==> src/rtl/pin_float_pkg.sv <==
// Shared constants and types for the external bus pin float control.
// Assumes a single 20 MHz bus clock; scan controller state arrives encoded
// as tap_state_t from logic on that same clock.
package pin_float_pkg;

  // ----------------------------------------------------------------------
  // Pin group widths
  // ----------------------------------------------------------------------
  localparam int ADDR_W = 29;
  localparam int LOW_BE_W = 5;
  localparam int HIGH_BE_W = 3;
  localparam int DATA_W = 64;
  localparam int DPAR_W = 8;
  localparam int CYC_W = 3;
  localparam int SHARED_W = 9;

  // ----------------------------------------------------------------------
  // Field positions inside the shared dual-processing pin vector
  // ----------------------------------------------------------------------
  localparam int SH_ADS = 0;
  localparam int SH_CYC_LO = 1;
  localparam int SH_CYC_HI = 3;
  localparam int SH_CACHE = 4;
  localparam int SH_LOCK = 5;
  localparam int SH_SPLIT_CYCLE_OUT = 6;
  localparam int SH_SNOOP_MODIFIED_MATCH_OUT = 7;
  localparam int SH_HOLD_ACK_OUT = 8;

  // ----------------------------------------------------------------------
  // Values after reset and synchroniser length
  // ----------------------------------------------------------------------
  localparam logic OE_FLOAT = 1'b1;
  localparam logic OE_DRIVE = 1'b0;
  localparam logic STRB_IDLE = 1'b1;
  localparam logic FLAG_RST = 1'b0;
  localparam logic [63:0] DATA_RST = 64'h0000_0000_0000_0000;
  localparam int SYNC_STAGES = 3;
  localparam int MODE_W = 5;

  // Mode bit positions inside the synchronised mode vector
  localparam int MD_TRI = 0;
  localparam int MD_CHK = 1;
  localparam int MD_DUAL = 2;
  localparam int MD_A20 = 3;
  localparam int MD_IGN = 4;

  // Boundary-scan controller states
  typedef enum logic [3:0] {
    TAP_RESET, TAP_IDLE, TAP_SEL_DR, TAP_CAP_DR, TAP_SHIFT_DR, TAP_EXIT1_DR,
    TAP_PAUSE_DR, TAP_EXIT2_DR, TAP_UPD_DR, TAP_SEL_IR, TAP_CAP_IR,
    TAP_SHIFT_IR, TAP_EXIT1_IR, TAP_PAUSE_IR, TAP_EXIT2_IR, TAP_UPD_IR
  } tap_state_t;

  // Bus cycle state machine states
  typedef enum logic [2:0] {
    BUS_TI, BUS_T1, BUS_T2, BUS_T12, BUS_T2P, BUS_TD
  } bus_state_t;

  // Burst-ready sampling window
  function automatic logic burst_ready_in_window(input bus_state_t s);
    return (s == BUS_T2) || (s == BUS_T12) || (s == BUS_T2P);
  endfunction : burst_ready_in_window

endpackage : pin_float_pkg

==> src/rtl/mode_sync_if.sv <==
// Carries synchronised mode levels from the synchroniser to the control.
// Assumes both ends run on the same bus clock.
`timescale 1ns/1ps
interface mode_sync_if;
  logic [pin_float_pkg::MODE_W-1:0] mode;
  modport src (output mode);
  modport dst (input mode);
endinterface : mode_sync_if

==> src/rtl/bus_pin_float_control.sv <==
// Output-enable and pin-mode control for the external bus interface.
// Assumes bus-side inputs are synchronous to clk; mode straps are not and
// pass the synchroniser. Output enables are active low (low = driving).
`timescale 1ns/1ps
module bus_pin_float_control (
  input wire logic clk,
  input wire logic nrst,
  input wire logic tristate_test_in,
  input wire logic checker_mode_in,
  input wire logic dual_cfg_in,
  input wire logic addr_bit20_mask_in_n,
  input wire logic ignore_numeric_error_in_n,
  input wire logic dual_mode_in,
  input wire logic pb_owner_in,
  input wire logic bus_hold_in,
  input wire logic addr_hold_in,
  input wire logic bus_backoff_in_n,
  input wire logic burst_ready_in_n,
  input wire logic burst_ready_copy_in_n,
  input wire pin_float_pkg::bus_state_t bus_state_in,
  input wire pin_float_pkg::tap_state_t tap_state_in,
  input wire logic tdo_core_in,
  input wire logic [pin_float_pkg::ADDR_W-1:0] core_addr,
  input wire logic core_addr_parity,
  input wire logic [pin_float_pkg::LOW_BE_W-1:0] core_low_be_n,
  input wire logic [pin_float_pkg::HIGH_BE_W-1:0] core_high_be_n,
  input wire logic [pin_float_pkg::DATA_W-1:0] core_data,
  input wire logic [pin_float_pkg::DPAR_W-1:0] core_data_parity,
  input wire logic [pin_float_pkg::SHARED_W-1:0] core_shared,
  input wire logic core_addr_strobe_copy_n,
  input wire logic [1:0] core_page_attr,
  input wire logic core_internal_error_out_n,
  input wire logic core_fpu_error_out_n,
  input wire logic core_dual_role,
  input wire logic [pin_float_pkg::ADDR_W-1:0] addr_lines_in,
  input wire logic [pin_float_pkg::DATA_W-1:0] data_lines_in,
  input wire logic [pin_float_pkg::SHARED_W-1:0] shared_pins_in,
  output logic [pin_float_pkg::ADDR_W-1:0] addr_lines_out,
  output logic addr_parity_out,
  output logic [pin_float_pkg::LOW_BE_W-1:0] low_byte_lane_enables_n,
  output logic addr_group_oe_n,
  output logic [pin_float_pkg::HIGH_BE_W-1:0] high_byte_lane_enables_n,
  output logic addr_strobe_out_n,
  output logic addr_strobe_copy_out_n,
  output logic [pin_float_pkg::CYC_W-1:0] cycle_def_out,
  output logic line_fill_out_n,
  output logic bus_lock_out_n,
  output logic split_cycle_out,
  output logic snoop_modified_match_out_n,
  output logic hold_ack_out,
  output logic shared_oe_n,
  output logic ctl_oe_n,
  output logic page_write_thru_out,
  output logic page_no_cache_out,
  output logic [pin_float_pkg::DATA_W-1:0] data_lines_out,
  output logic [pin_float_pkg::DPAR_W-1:0] data_parity_lines_out,
  output logic data_oe_n,
  output logic internal_error_out_n,
  output logic internal_error_out_oe_n,
  output logic fpu_error_out_n,
  output logic dual_role_out,
  output logic dp_misc_oe_n,
  output logic tdo_out,
  output logic tdo_oe_n,
  output logic burst_ready_valid,
  output logic [pin_float_pkg::DATA_W-1:0] data_rx,
  output logic [pin_float_pkg::ADDR_W-1:0] snoop_addr_rx,
  output logic [pin_float_pkg::SHARED_W-1:0] shared_rx,
  output logic addr_bit20_mask_eff,
  output logic ignore_numeric_error_eff
);

  mode_sync_if msync ();

  // ----------------------------------------------------------------------
  // Mode synchronisation
  // ----------------------------------------------------------------------
  // Test and strap pins are asynchronous; masks are active low at the pin
  mode_sync u_sync (
    .clk(clk),
    .nrst(nrst),
    .raw({~ignore_numeric_error_in_n, ~addr_bit20_mask_in_n, dual_cfg_in,
          checker_mode_in, tristate_test_in}),
    .sync(msync.src)
  );

  logic tri_m;
  logic chk_m;
  logic dual_m;
  logic all_float;
  logic hold_bo;
  logic addr_float;
  logic ctl_float;
  logic shared_float;
  logic burst_ready_in_ok;
  logic tdo_shift;

  // ----------------------------------------------------------------------
  // Float decisions
  // ----------------------------------------------------------------------
  // Plain decode from synchronised modes and synchronous bus inputs
  assign tri_m = msync.mode[pin_float_pkg::MD_TRI];
  assign chk_m = msync.mode[pin_float_pkg::MD_CHK];
  assign dual_m = msync.mode[pin_float_pkg::MD_DUAL];
  assign all_float = tri_m | chk_m;
  assign hold_bo = bus_hold_in | ~bus_backoff_in_n;
  assign addr_float = all_float | hold_bo | addr_hold_in;
  assign ctl_float = all_float | hold_bo;
  // Shared pins yield to the partner whenever it owns the private bus
  assign shared_float = ctl_float | (dual_mode_in & ~pb_owner_in);
  assign burst_ready_in_ok = pin_float_pkg::burst_ready_in_window(bus_state_in);
  assign tdo_shift = (tap_state_in == pin_float_pkg::TAP_SHIFT_DR) ||
                     (tap_state_in == pin_float_pkg::TAP_SHIFT_IR);

  // Scan output follows the controller state directly, no bus clock delay
  assign tdo_oe_n = tdo_shift ? pin_float_pkg::OE_DRIVE : pin_float_pkg::OE_FLOAT;
  assign tdo_out = tdo_core_in;

  // Burst ready is a handshake qualifier, so it stays combinational
  assign burst_ready_valid = burst_ready_in_ok & ~(burst_ready_in_n & burst_ready_copy_in_n);

  // Inputs that are undefined as dual processor are masked off
  assign addr_bit20_mask_eff = msync.mode[pin_float_pkg::MD_A20] & ~dual_m;
  assign ignore_numeric_error_eff = msync.mode[pin_float_pkg::MD_IGN] & ~dual_m;

  // ----------------------------------------------------------------------
  // Output enables, registered so pins release cleanly one edge later
  // ----------------------------------------------------------------------
  always_ff @(posedge clk or negedge nrst) begin
    if (!nrst) begin
      addr_group_oe_n <= pin_float_pkg::OE_FLOAT;
      ctl_oe_n <= pin_float_pkg::OE_FLOAT;
      shared_oe_n <= pin_float_pkg::OE_FLOAT;
      data_oe_n <= pin_float_pkg::OE_FLOAT;
      internal_error_out_oe_n <= pin_float_pkg::OE_FLOAT;
      dp_misc_oe_n <= pin_float_pkg::OE_FLOAT;
    end else begin
      addr_group_oe_n <= addr_float;
      ctl_oe_n <= ctl_float;
      shared_oe_n <= shared_float;
      data_oe_n <= ctl_float;
      internal_error_out_oe_n <= tri_m;
      dp_misc_oe_n <= all_float | dual_m;
    end
  end

  // ----------------------------------------------------------------------
  // Pin data registers
  // ----------------------------------------------------------------------
  // Outgoing values are flopped so pin timing never sees core glitches
  always_ff @(posedge clk or negedge nrst) begin
    if (!nrst) begin
      addr_lines_out <= '0;
      addr_parity_out <= pin_float_pkg::FLAG_RST;
      low_byte_lane_enables_n <= '1;
      high_byte_lane_enables_n <= '1;
      addr_strobe_copy_out_n <= pin_float_pkg::STRB_IDLE;
      page_write_thru_out <= pin_float_pkg::FLAG_RST;
      page_no_cache_out <= pin_float_pkg::FLAG_RST;
      data_lines_out <= pin_float_pkg::DATA_RST;
      data_parity_lines_out <= '0;
      internal_error_out_n <= pin_float_pkg::STRB_IDLE;
      fpu_error_out_n <= pin_float_pkg::STRB_IDLE;
      dual_role_out <= pin_float_pkg::FLAG_RST;
    end else begin
      addr_lines_out <= core_addr;
      addr_parity_out <= core_addr_parity;
      low_byte_lane_enables_n <= core_low_be_n;
      high_byte_lane_enables_n <= core_high_be_n;
      addr_strobe_copy_out_n <= core_addr_strobe_copy_n;
      page_write_thru_out <= core_page_attr[0];
      page_no_cache_out <= core_page_attr[1];
      data_lines_out <= core_data;
      data_parity_lines_out <= core_data_parity;
      internal_error_out_n <= core_internal_error_out_n;
      fpu_error_out_n <= core_fpu_error_out_n;
      dual_role_out <= core_dual_role;
    end
  end

  logic [pin_float_pkg::SHARED_W-1:0] shared_out_r;

  // Shared dual-processing pins, split out to their own ports
  always_ff @(posedge clk or negedge nrst) begin
    if (!nrst) begin
      shared_out_r <= 9'h17F;
    end else begin
      shared_out_r <= core_shared;
    end
  end

  assign addr_strobe_out_n = shared_out_r[pin_float_pkg::SH_ADS];
  assign cycle_def_out = shared_out_r[pin_float_pkg::SH_CYC_HI:pin_float_pkg::SH_CYC_LO];
  assign line_fill_out_n = shared_out_r[pin_float_pkg::SH_CACHE];
  assign bus_lock_out_n = shared_out_r[pin_float_pkg::SH_LOCK];
  assign split_cycle_out = shared_out_r[pin_float_pkg::SH_SPLIT_CYCLE_OUT];
  assign snoop_modified_match_out_n = shared_out_r[pin_float_pkg::SH_SNOOP_MODIFIED_MATCH_OUT];
  assign hold_ack_out = shared_out_r[pin_float_pkg::SH_HOLD_ACK_OUT];

  // ----------------------------------------------------------------------
  // Inbound capture
  // ----------------------------------------------------------------------
  // Read data is only trusted on a qualified burst ready
  always_ff @(posedge clk or negedge nrst) begin
    if (!nrst) begin
      data_rx <= pin_float_pkg::DATA_RST;
      snoop_addr_rx <= '0;
      shared_rx <= '1;
    end else begin
      if (burst_ready_valid) begin
        data_rx <= data_lines_in;
      end
      if (addr_hold_in) begin
        snoop_addr_rx <= addr_lines_in;
      end
      // Partner's view is only meaningful while we are not driving
      if (dual_mode_in && !pb_owner_in) begin
        shared_rx <= shared_pins_in;
      end
    end
  end
endmodule : bus_pin_float_control

==> src/rtl/mode_sync.sv <==
// Three-stage synchroniser for asynchronous mode and strap inputs.
// Assumes inputs are slow levels; a change is taken once stages two and
// three agree, so a single-cycle glitch never reaches the control logic.
`timescale 1ns/1ps
module mode_sync (
  input wire logic clk,
  input wire logic nrst,
  input wire logic [pin_float_pkg::MODE_W-1:0] raw,
  mode_sync_if.src sync
);

  logic [pin_float_pkg::MODE_W-1:0] s1_r;
  logic [pin_float_pkg::MODE_W-1:0] s2_r;
  logic [pin_float_pkg::MODE_W-1:0] s3_r;
  logic [pin_float_pkg::MODE_W-1:0] out_r;
  logic [pin_float_pkg::MODE_W-1:0] out_nxt;

  // ----------------------------------------------------------------------
  // Agreement filter
  // ----------------------------------------------------------------------
  // Per bit, take stage two only when stage three confirms it
  assign out_nxt = (s2_r & ~(s2_r ^ s3_r)) | (out_r & (s2_r ^ s3_r));

  // Stage chain; s1_r is read by s2_r alone
  always_ff @(posedge clk or negedge nrst) begin
    if (!nrst) begin
      s1_r <= '0;
      s2_r <= '0;
      s3_r <= '0;
      out_r <= '0;
    end else begin
      s1_r <= raw;
      s2_r <= s1_r;
      s3_r <= s2_r;
      out_r <= out_nxt;
    end
  end

  assign sync.mode = out_r;

endmodule : mode_sync

==> config.mk <==
export PLATFORM = sky130hd
export DESIGN_NAME = bus_pin_float_control
export DESIGN_NICKNAME = d
export VERILOG_FILES = /design/src/rtl/pin_float_pkg.sv /design/src/rtl/mode_sync_if.sv /design/src/rtl/bus_pin_float_control.sv /design/src/rtl/mode_sync.sv
export SDC_FILE = /design/constraint.sdc
export NUM_CORES = 1
export LEC_CHECK = 0
export BUFFER_PORTS_ARGS = -buffer_cell sky130_fd_sc_hd__buf_2
export CAP_MARGIN = 20
export CORE_AREA = 2 2 191 193
export CTS_CLUSTER_SIZE = 8
export DETAILED_ROUTE_END_ITERATION = 10
export DIE_AREA = 0 0 193 195
export PLACE_DENSITY_LB_ADDON = 0.05
export SYNTH_ARGS = -nofsm -noshare
export SYNTH_HDL_FRONTEND = slang
export SYNTH_HIERARCHICAL = 1
export SYNTH_SLANG_ARGS = --single-unit
==> constraint.sdc <==
create_clock -name clk -period 1.1 [get_ports clk]
set_input_delay 0.055 -clock clk [delete_from_list [all_inputs] [get_ports clk]]
set_output_delay 0.055 -clock clk [all_outputs]
set_load 0.02 [all_outputs]
Word level (Yosys, flattened, before mapping)
Index checks and enable logic that the tools add are counted.
{ "op_classes": {"div_mod_pow": 0, "n_reduce_logical": 5, "n_addsub": 0, "n_mux": 1, "mul": 0, "shift": 0, "n_bitwise": 22, "eq_ne": 5, "magnitude_cmp": 0} }
{ "ops": {"columns": ["operator", "n"], "rows": [
  ["bitwise AND 5 bit", 2],
  ["equality test 3 x 2 -> 1 bit, second input constant", 2],
  ["inverter 1 bit", 6],
  ["OR 1 bit", 6],
  ["bitwise AND 1 bit", 5],
  ["inverter 5 bit", 1],
  ["OR 5 bit", 1],
  ["XOR 5 bit", 1],
  ["equality test 4 x 3 -> 1 bit, second input constant", 1],
  ["equality test 4 bit, second input constant", 1],
  ["equality test 3 bit, second input constant", 1],
  ["logical OR 1 bit", 3],
  ["logical AND 1 bit", 1],
  ["zero test 1 bit", 1],
  ["two-way mux 1 bit", 1]
]} }
{ "word_totals": {"n_memories": 0, "input_bits": 249, "ram_bits": 0, "latch_bits": 0, "rom_bits": 0, "wordCells": 58, "output_inout_bits": 238, "regBits": 252} }

Depth between registers and ports, before layout
{ "depth": {"ltp_word": 4, "ltp_mapped": 5, "ltp_nobuf": 3} }

By module
The synthesis kept the hierarchy.
{ "modules_own_cells": {"columns": ["mod", "area_per_inst_um2", "seq_area_each_um2", "n_inst", "cells_per_inst"], "rows": [
  ["bus_pin_float_control", 9753.1, 5846.9, 1, 743],
  ["mode_sync", 556.8, 500.5, 1, 25]
]} }

Worst setup path after synthesis
Ideal clock, no wire load.
{ "synth_timing": {"path_type": "reg2reg", "from": "register, netlist name data_rx[54]", "to": "register data_rx[54] in the netlist's numbering", "synth_period_minus_slack_ps": 1046, "setup_time_ps": 134, "slack_ps": 54, "n_path_buf": 0, "required_time_ps": 966, "arrival_time_ps": 911, "path_stages_with_launch": 4, "path_cell_list": "dfrtp_1 or2_2 o22ai_1 a221oi_2"} }
{ "synth_lines": {"columns": ["element", "line", "source"], "rows": [
  ["end signal: assignment", "bus_pin_float_control.sv:206", "data_rx <= pin_float_pkg::DATA_RST;"],
  ["end signal: assignment", "bus_pin_float_control.sv:211", "data_rx <= data_lines_in;"],
  ["end: declaration", "bus_pin_float_control.sv:66", "output logic [pin_float_pkg::DATA_W-1:0] data_rx,"]
]} }

==> impl_metrics.env <==
export IMPL_worstSetupEndpointType="output pin"
export IMPL_finish_utilization_pct=56.67
export IMPL_swShare_pct=28.80
export IMPL_failed_checks="negative setup slack"
export IMPL_placeableCoreArea_sq_um=35400
export IMPL_tritoncts="done"
export IMPL_fin_crit_sh_pct=118.2
export IMPL_ctsHtreeMaxLevel=2
export IMPL_path_clk_slew_ns=0.05
export IMPL_vdd_ir_drop_max_v=0.001476
export IMPL_share_clk_of_total_power_pct=35.1
export IMPL_post_synth_mux_area_share_pct=4.150
export IMPL_synthSimpleGateAreaFrac_pct=9.527
export IMPL_timing_critical_path_required_ns=1.04
export IMPL_combinationalPowerShare_pct=28.8
export IMPL_insertion_delay_ns=0.53
export IMPL_drt_wirelength_per_cell_um=18.52
export IMPL_worstPathMaxFanout=4
export IMPL_drc_violations_left=0
export IMPL_die_h_um=195
export IMPL_clock_buffer_count_from_cts=37
export IMPL_power_internal_mw=21.60
export IMPL_num_nets_final=1888
export IMPL_setup_slack_ns=-0.1998
export IMPL_path_class_of_the_lowest_slack_min_delay_path="primary input to flip-flop"
export IMPL_power_frac_seq_pct=36.0
export IMPL_synth_lib_cells_used_distinct=31
export IMPL_number_of_setup_violations_in_the_final_report=151
export IMPL_synth_top_family_by_area="compound AO/OA/AOI/OAI gates"
export IMPL_die_width_um=193
export IMPL_synth_nets=1017
export IMPL_post_synth_inst_count=768
export IMPL_power_switching_mw=8.739
export IMPL_seq_area_frac_synth_pct=61.57
export IMPL_placement_rows=69
export IMPL_via_count_of_the_first_global_routing_pass=10720
export IMPL_final_max_slew_viols=0
export IMPL_syn_cell_area_sq_um=10310
export IMPL_gp_congestion=0.7739
export IMPL_initial_core_util_pct=29.13
export IMPL_grt_pass1_wl_um=59550
export IMPL_slew_headroom_pct=70.27
export IMPL_fin_crit_ns=1.300
export IMPL_layout_cells_most_common_list="sky130_fd_sc_hd__buf_6 (280), sky130_fd_sc_hd__buf_2 (247), sky130_fd_sc_hd__dlygate4sd3_1 (242)"
export IMPL_synthAdderAreaFrac_pct=0.5461
export IMPL_drt_initial_drc_count=259
export IMPL_synth_compound_area_share_pct=18.57
export IMPL_antenna_diode_instance_count=0
export IMPL_clock_skew_after_layout_ns=0.006503
export IMPL_drt_pre_antenna_iters=4
export IMPL_area_growth_synth_to_final_pct=94.55
export IMPL_syn_avg_cell_area_sq_um=13.42
export IMPL_grt_max_degree=56
export IMPL_final_std_cell_area_no_fill_sq_um=20060
export IMPL_status="finished with violations"
export IMPL_hold_viol_final=0
export IMPL_antenna_left=0
export IMPL_leakagePower_nw=9.053
export IMPL_root_buffer="sky130_fd_sc_hd__clkbuf_16"
export IMPL_worstPathArrival_ns=1.24
export IMPL_synth_xor_area_share_pct=0
export IMPL_post_route_cells_drive_above_1_share_pct=56.67
export IMPL_maxCapViolCount=0
export IMPL_worstSetupStartpointType="flip-flop"
export IMPL_fp_dieArea_sq_um=37640
export IMPL_ys_seq_elements=252
export IMPL_setup_tns_final_ns=-7.742
export IMPL_antenna_found_initial=1
export IMPL_wirelength_um=39360
export IMPL_max_freq_ghz=0.7693
export IMPL_cts_sinks=252
export IMPL_dp_hpwl_um=24730
export IMPL_critPathKind="flip-flop to output pin"
export IMPL_globalRouteTotalUtil_pct=20.43
export IMPL_postPlaceCellArea_sq_um=13690
export IMPL_setup_repair_after_global_routing_missed_its_margin="yes"
export IMPL_io_pin_count=487
export IMPL_timing_worst_slew_pin_value_ns=0.4445
export IMPL_port_buffer_count=484
export IMPL_layout_commonest_cell="sky130_fd_sc_hd__buf_6"
export IMPL_max_clock_path_buffers=3
export IMPL_hold_worst_slack_ns=0.04907
export IMPL_grt_remaining_overflow=0
export IMPL_ys_warn_count=6
export IMPL_detail_route_vias_per_cell=4.593
export IMPL_dr_total_vias=9760
export IMPL_power_per_cell_area_nw_per_um2=1513
-- stage by stage --
stage,instances,worst slack [ns],power (mW)
after global placement,1723,-0.04934,16.32
after detailed placement,1723,-0.06355,16.35
after CTS,2085,-0.2691,29.82
after global routing,2125,-0.2496,31.74
final,2125,-0.1998,30.34
after floorplan,768,0.05443,13.89
-- logic make-up (layout without fill, tap and decap cells) --
| kind of cell | count (synthesis) | count (layout) |
|---|---|---|
| fa+ha+maj | 5 | 5 |
| mux | 38 | 38 |
| flops | 252 | 252 |
| compound gates | 194 | 194 |
| buf+inv | 73 | 968 |
| simple gates | 206 | 207 |
-- power groups by stage --
stage	clock, mW	combinational (mW)	sequential, mW
6_report	10.7	8.75	10.9
5_1_grt	11.4	9.32	11.0
4_1_cts	11.0	7.93	10.9
3_5_place_dp	0	5.42	10.9
3_3_place_gp	0	5.40	10.9
2_1_floorplan	0	1.90	12.0
-- cell usage after synthesis (all sizes together) --
library cell / instances / share of area, %
and2: 1 / 0.061
maj3: 5 / 0.55
o2bb2ai: 64 / 5.4
nand2b: 2 / 0.12
nor3b: 1 / 0.12
or3: 1 / 0.061
inv: 4 / 0.15
mux2: 38 / 4.2
dfrtp: 219 / 53
nand2: 1 / 0.036
or2: 64 / 3.9
o22ai: 64 / 3.9
buf: 66 / 5.4
a21oi: 1 / 0.048
clkbuf: 3 / 0.12
nor2: 129 / 4.7
dfstp: 33 / 8.4
a221oi: 64 / 9.1
nor2b: 5 / 0.38
a31oi: 1 / 0.061
nor4b: 2 / 0.17
-- registers in the layout (all words and copies together) (netlist names), 3 cells and up, named ones only --
signal,cells
u_sync/s2_r,5
data_rx,64
low_byte_lane_enables_n,5
addr_lines_out,29
data_lines_out,64
shared_out_r,9
snoop_addr_rx,29
u_sync/s3_r,5
data_parity_lines_out,8
high_byte_lane_enables_n,3
u_sync/s1_r,5
shared_rx,9
-- repair_timing --
item / in CTS / in global routing
resized for setup: 505 / 109
cloned: 1 / 2
pin swaps: 0 / 10
buffers inserted: 62 / 39
hold endpoints to repair: 483 / 0
hold buffers: 244 / 0
setup endpoints to repair: 238 / 290
-- critical path, cell delays in order, from the launching register on --
cell	delay [ns]
sky130_fd_sc_hd__dfrtp_2	0.45
sky130_fd_sc_hd__nor2b_4	0.14
sky130_fd_sc_hd__buf_6	0.12
-- area by class of cell --
class | instances | area [sq um]
multi-input combinational | 444 | 3855
clock buffer | 62 | 1041
clock inverter | 2 | 36.28
tap | 461 | 576.8
timing repair buffer | 900 | 8183
inverter | 4 | 17.52
fill | 2959 | 15340
sequential | 252 | 6349
-- metal layers --
layer	GRT usage, %	share of wire, %	vias up
met5	0	0.030	-
met4	8.530	3.5	2
met3	5.572	7.2	72
met2	35.80	50	353
met1	23.29	39	4791
li1	-	-	4542
-- path summary, 6_finish.rpt --
kind / from / end / slack (ns) / cells past startpoint
hold reg to reg: u_sync/s1_r[1] / u_sync/s2_r[1] / 0.35 / 0
setup / recovery: flip-flop / addr_bit20_mask_eff / -0.20 / 2
hold / removal: burst_ready_in_n / data_rx[61] / 0.05 / 4
min in group asynchronous: nrst / data_oe_n / 0.12 / 2
max in group asynchronous: nrst / u_sync/s3_r[1] / 0.13 / 3
setup reg to reg: data_rx[7] / data_rx[7] / 0.02 / 4
Power figures use the tool's default switching activity.
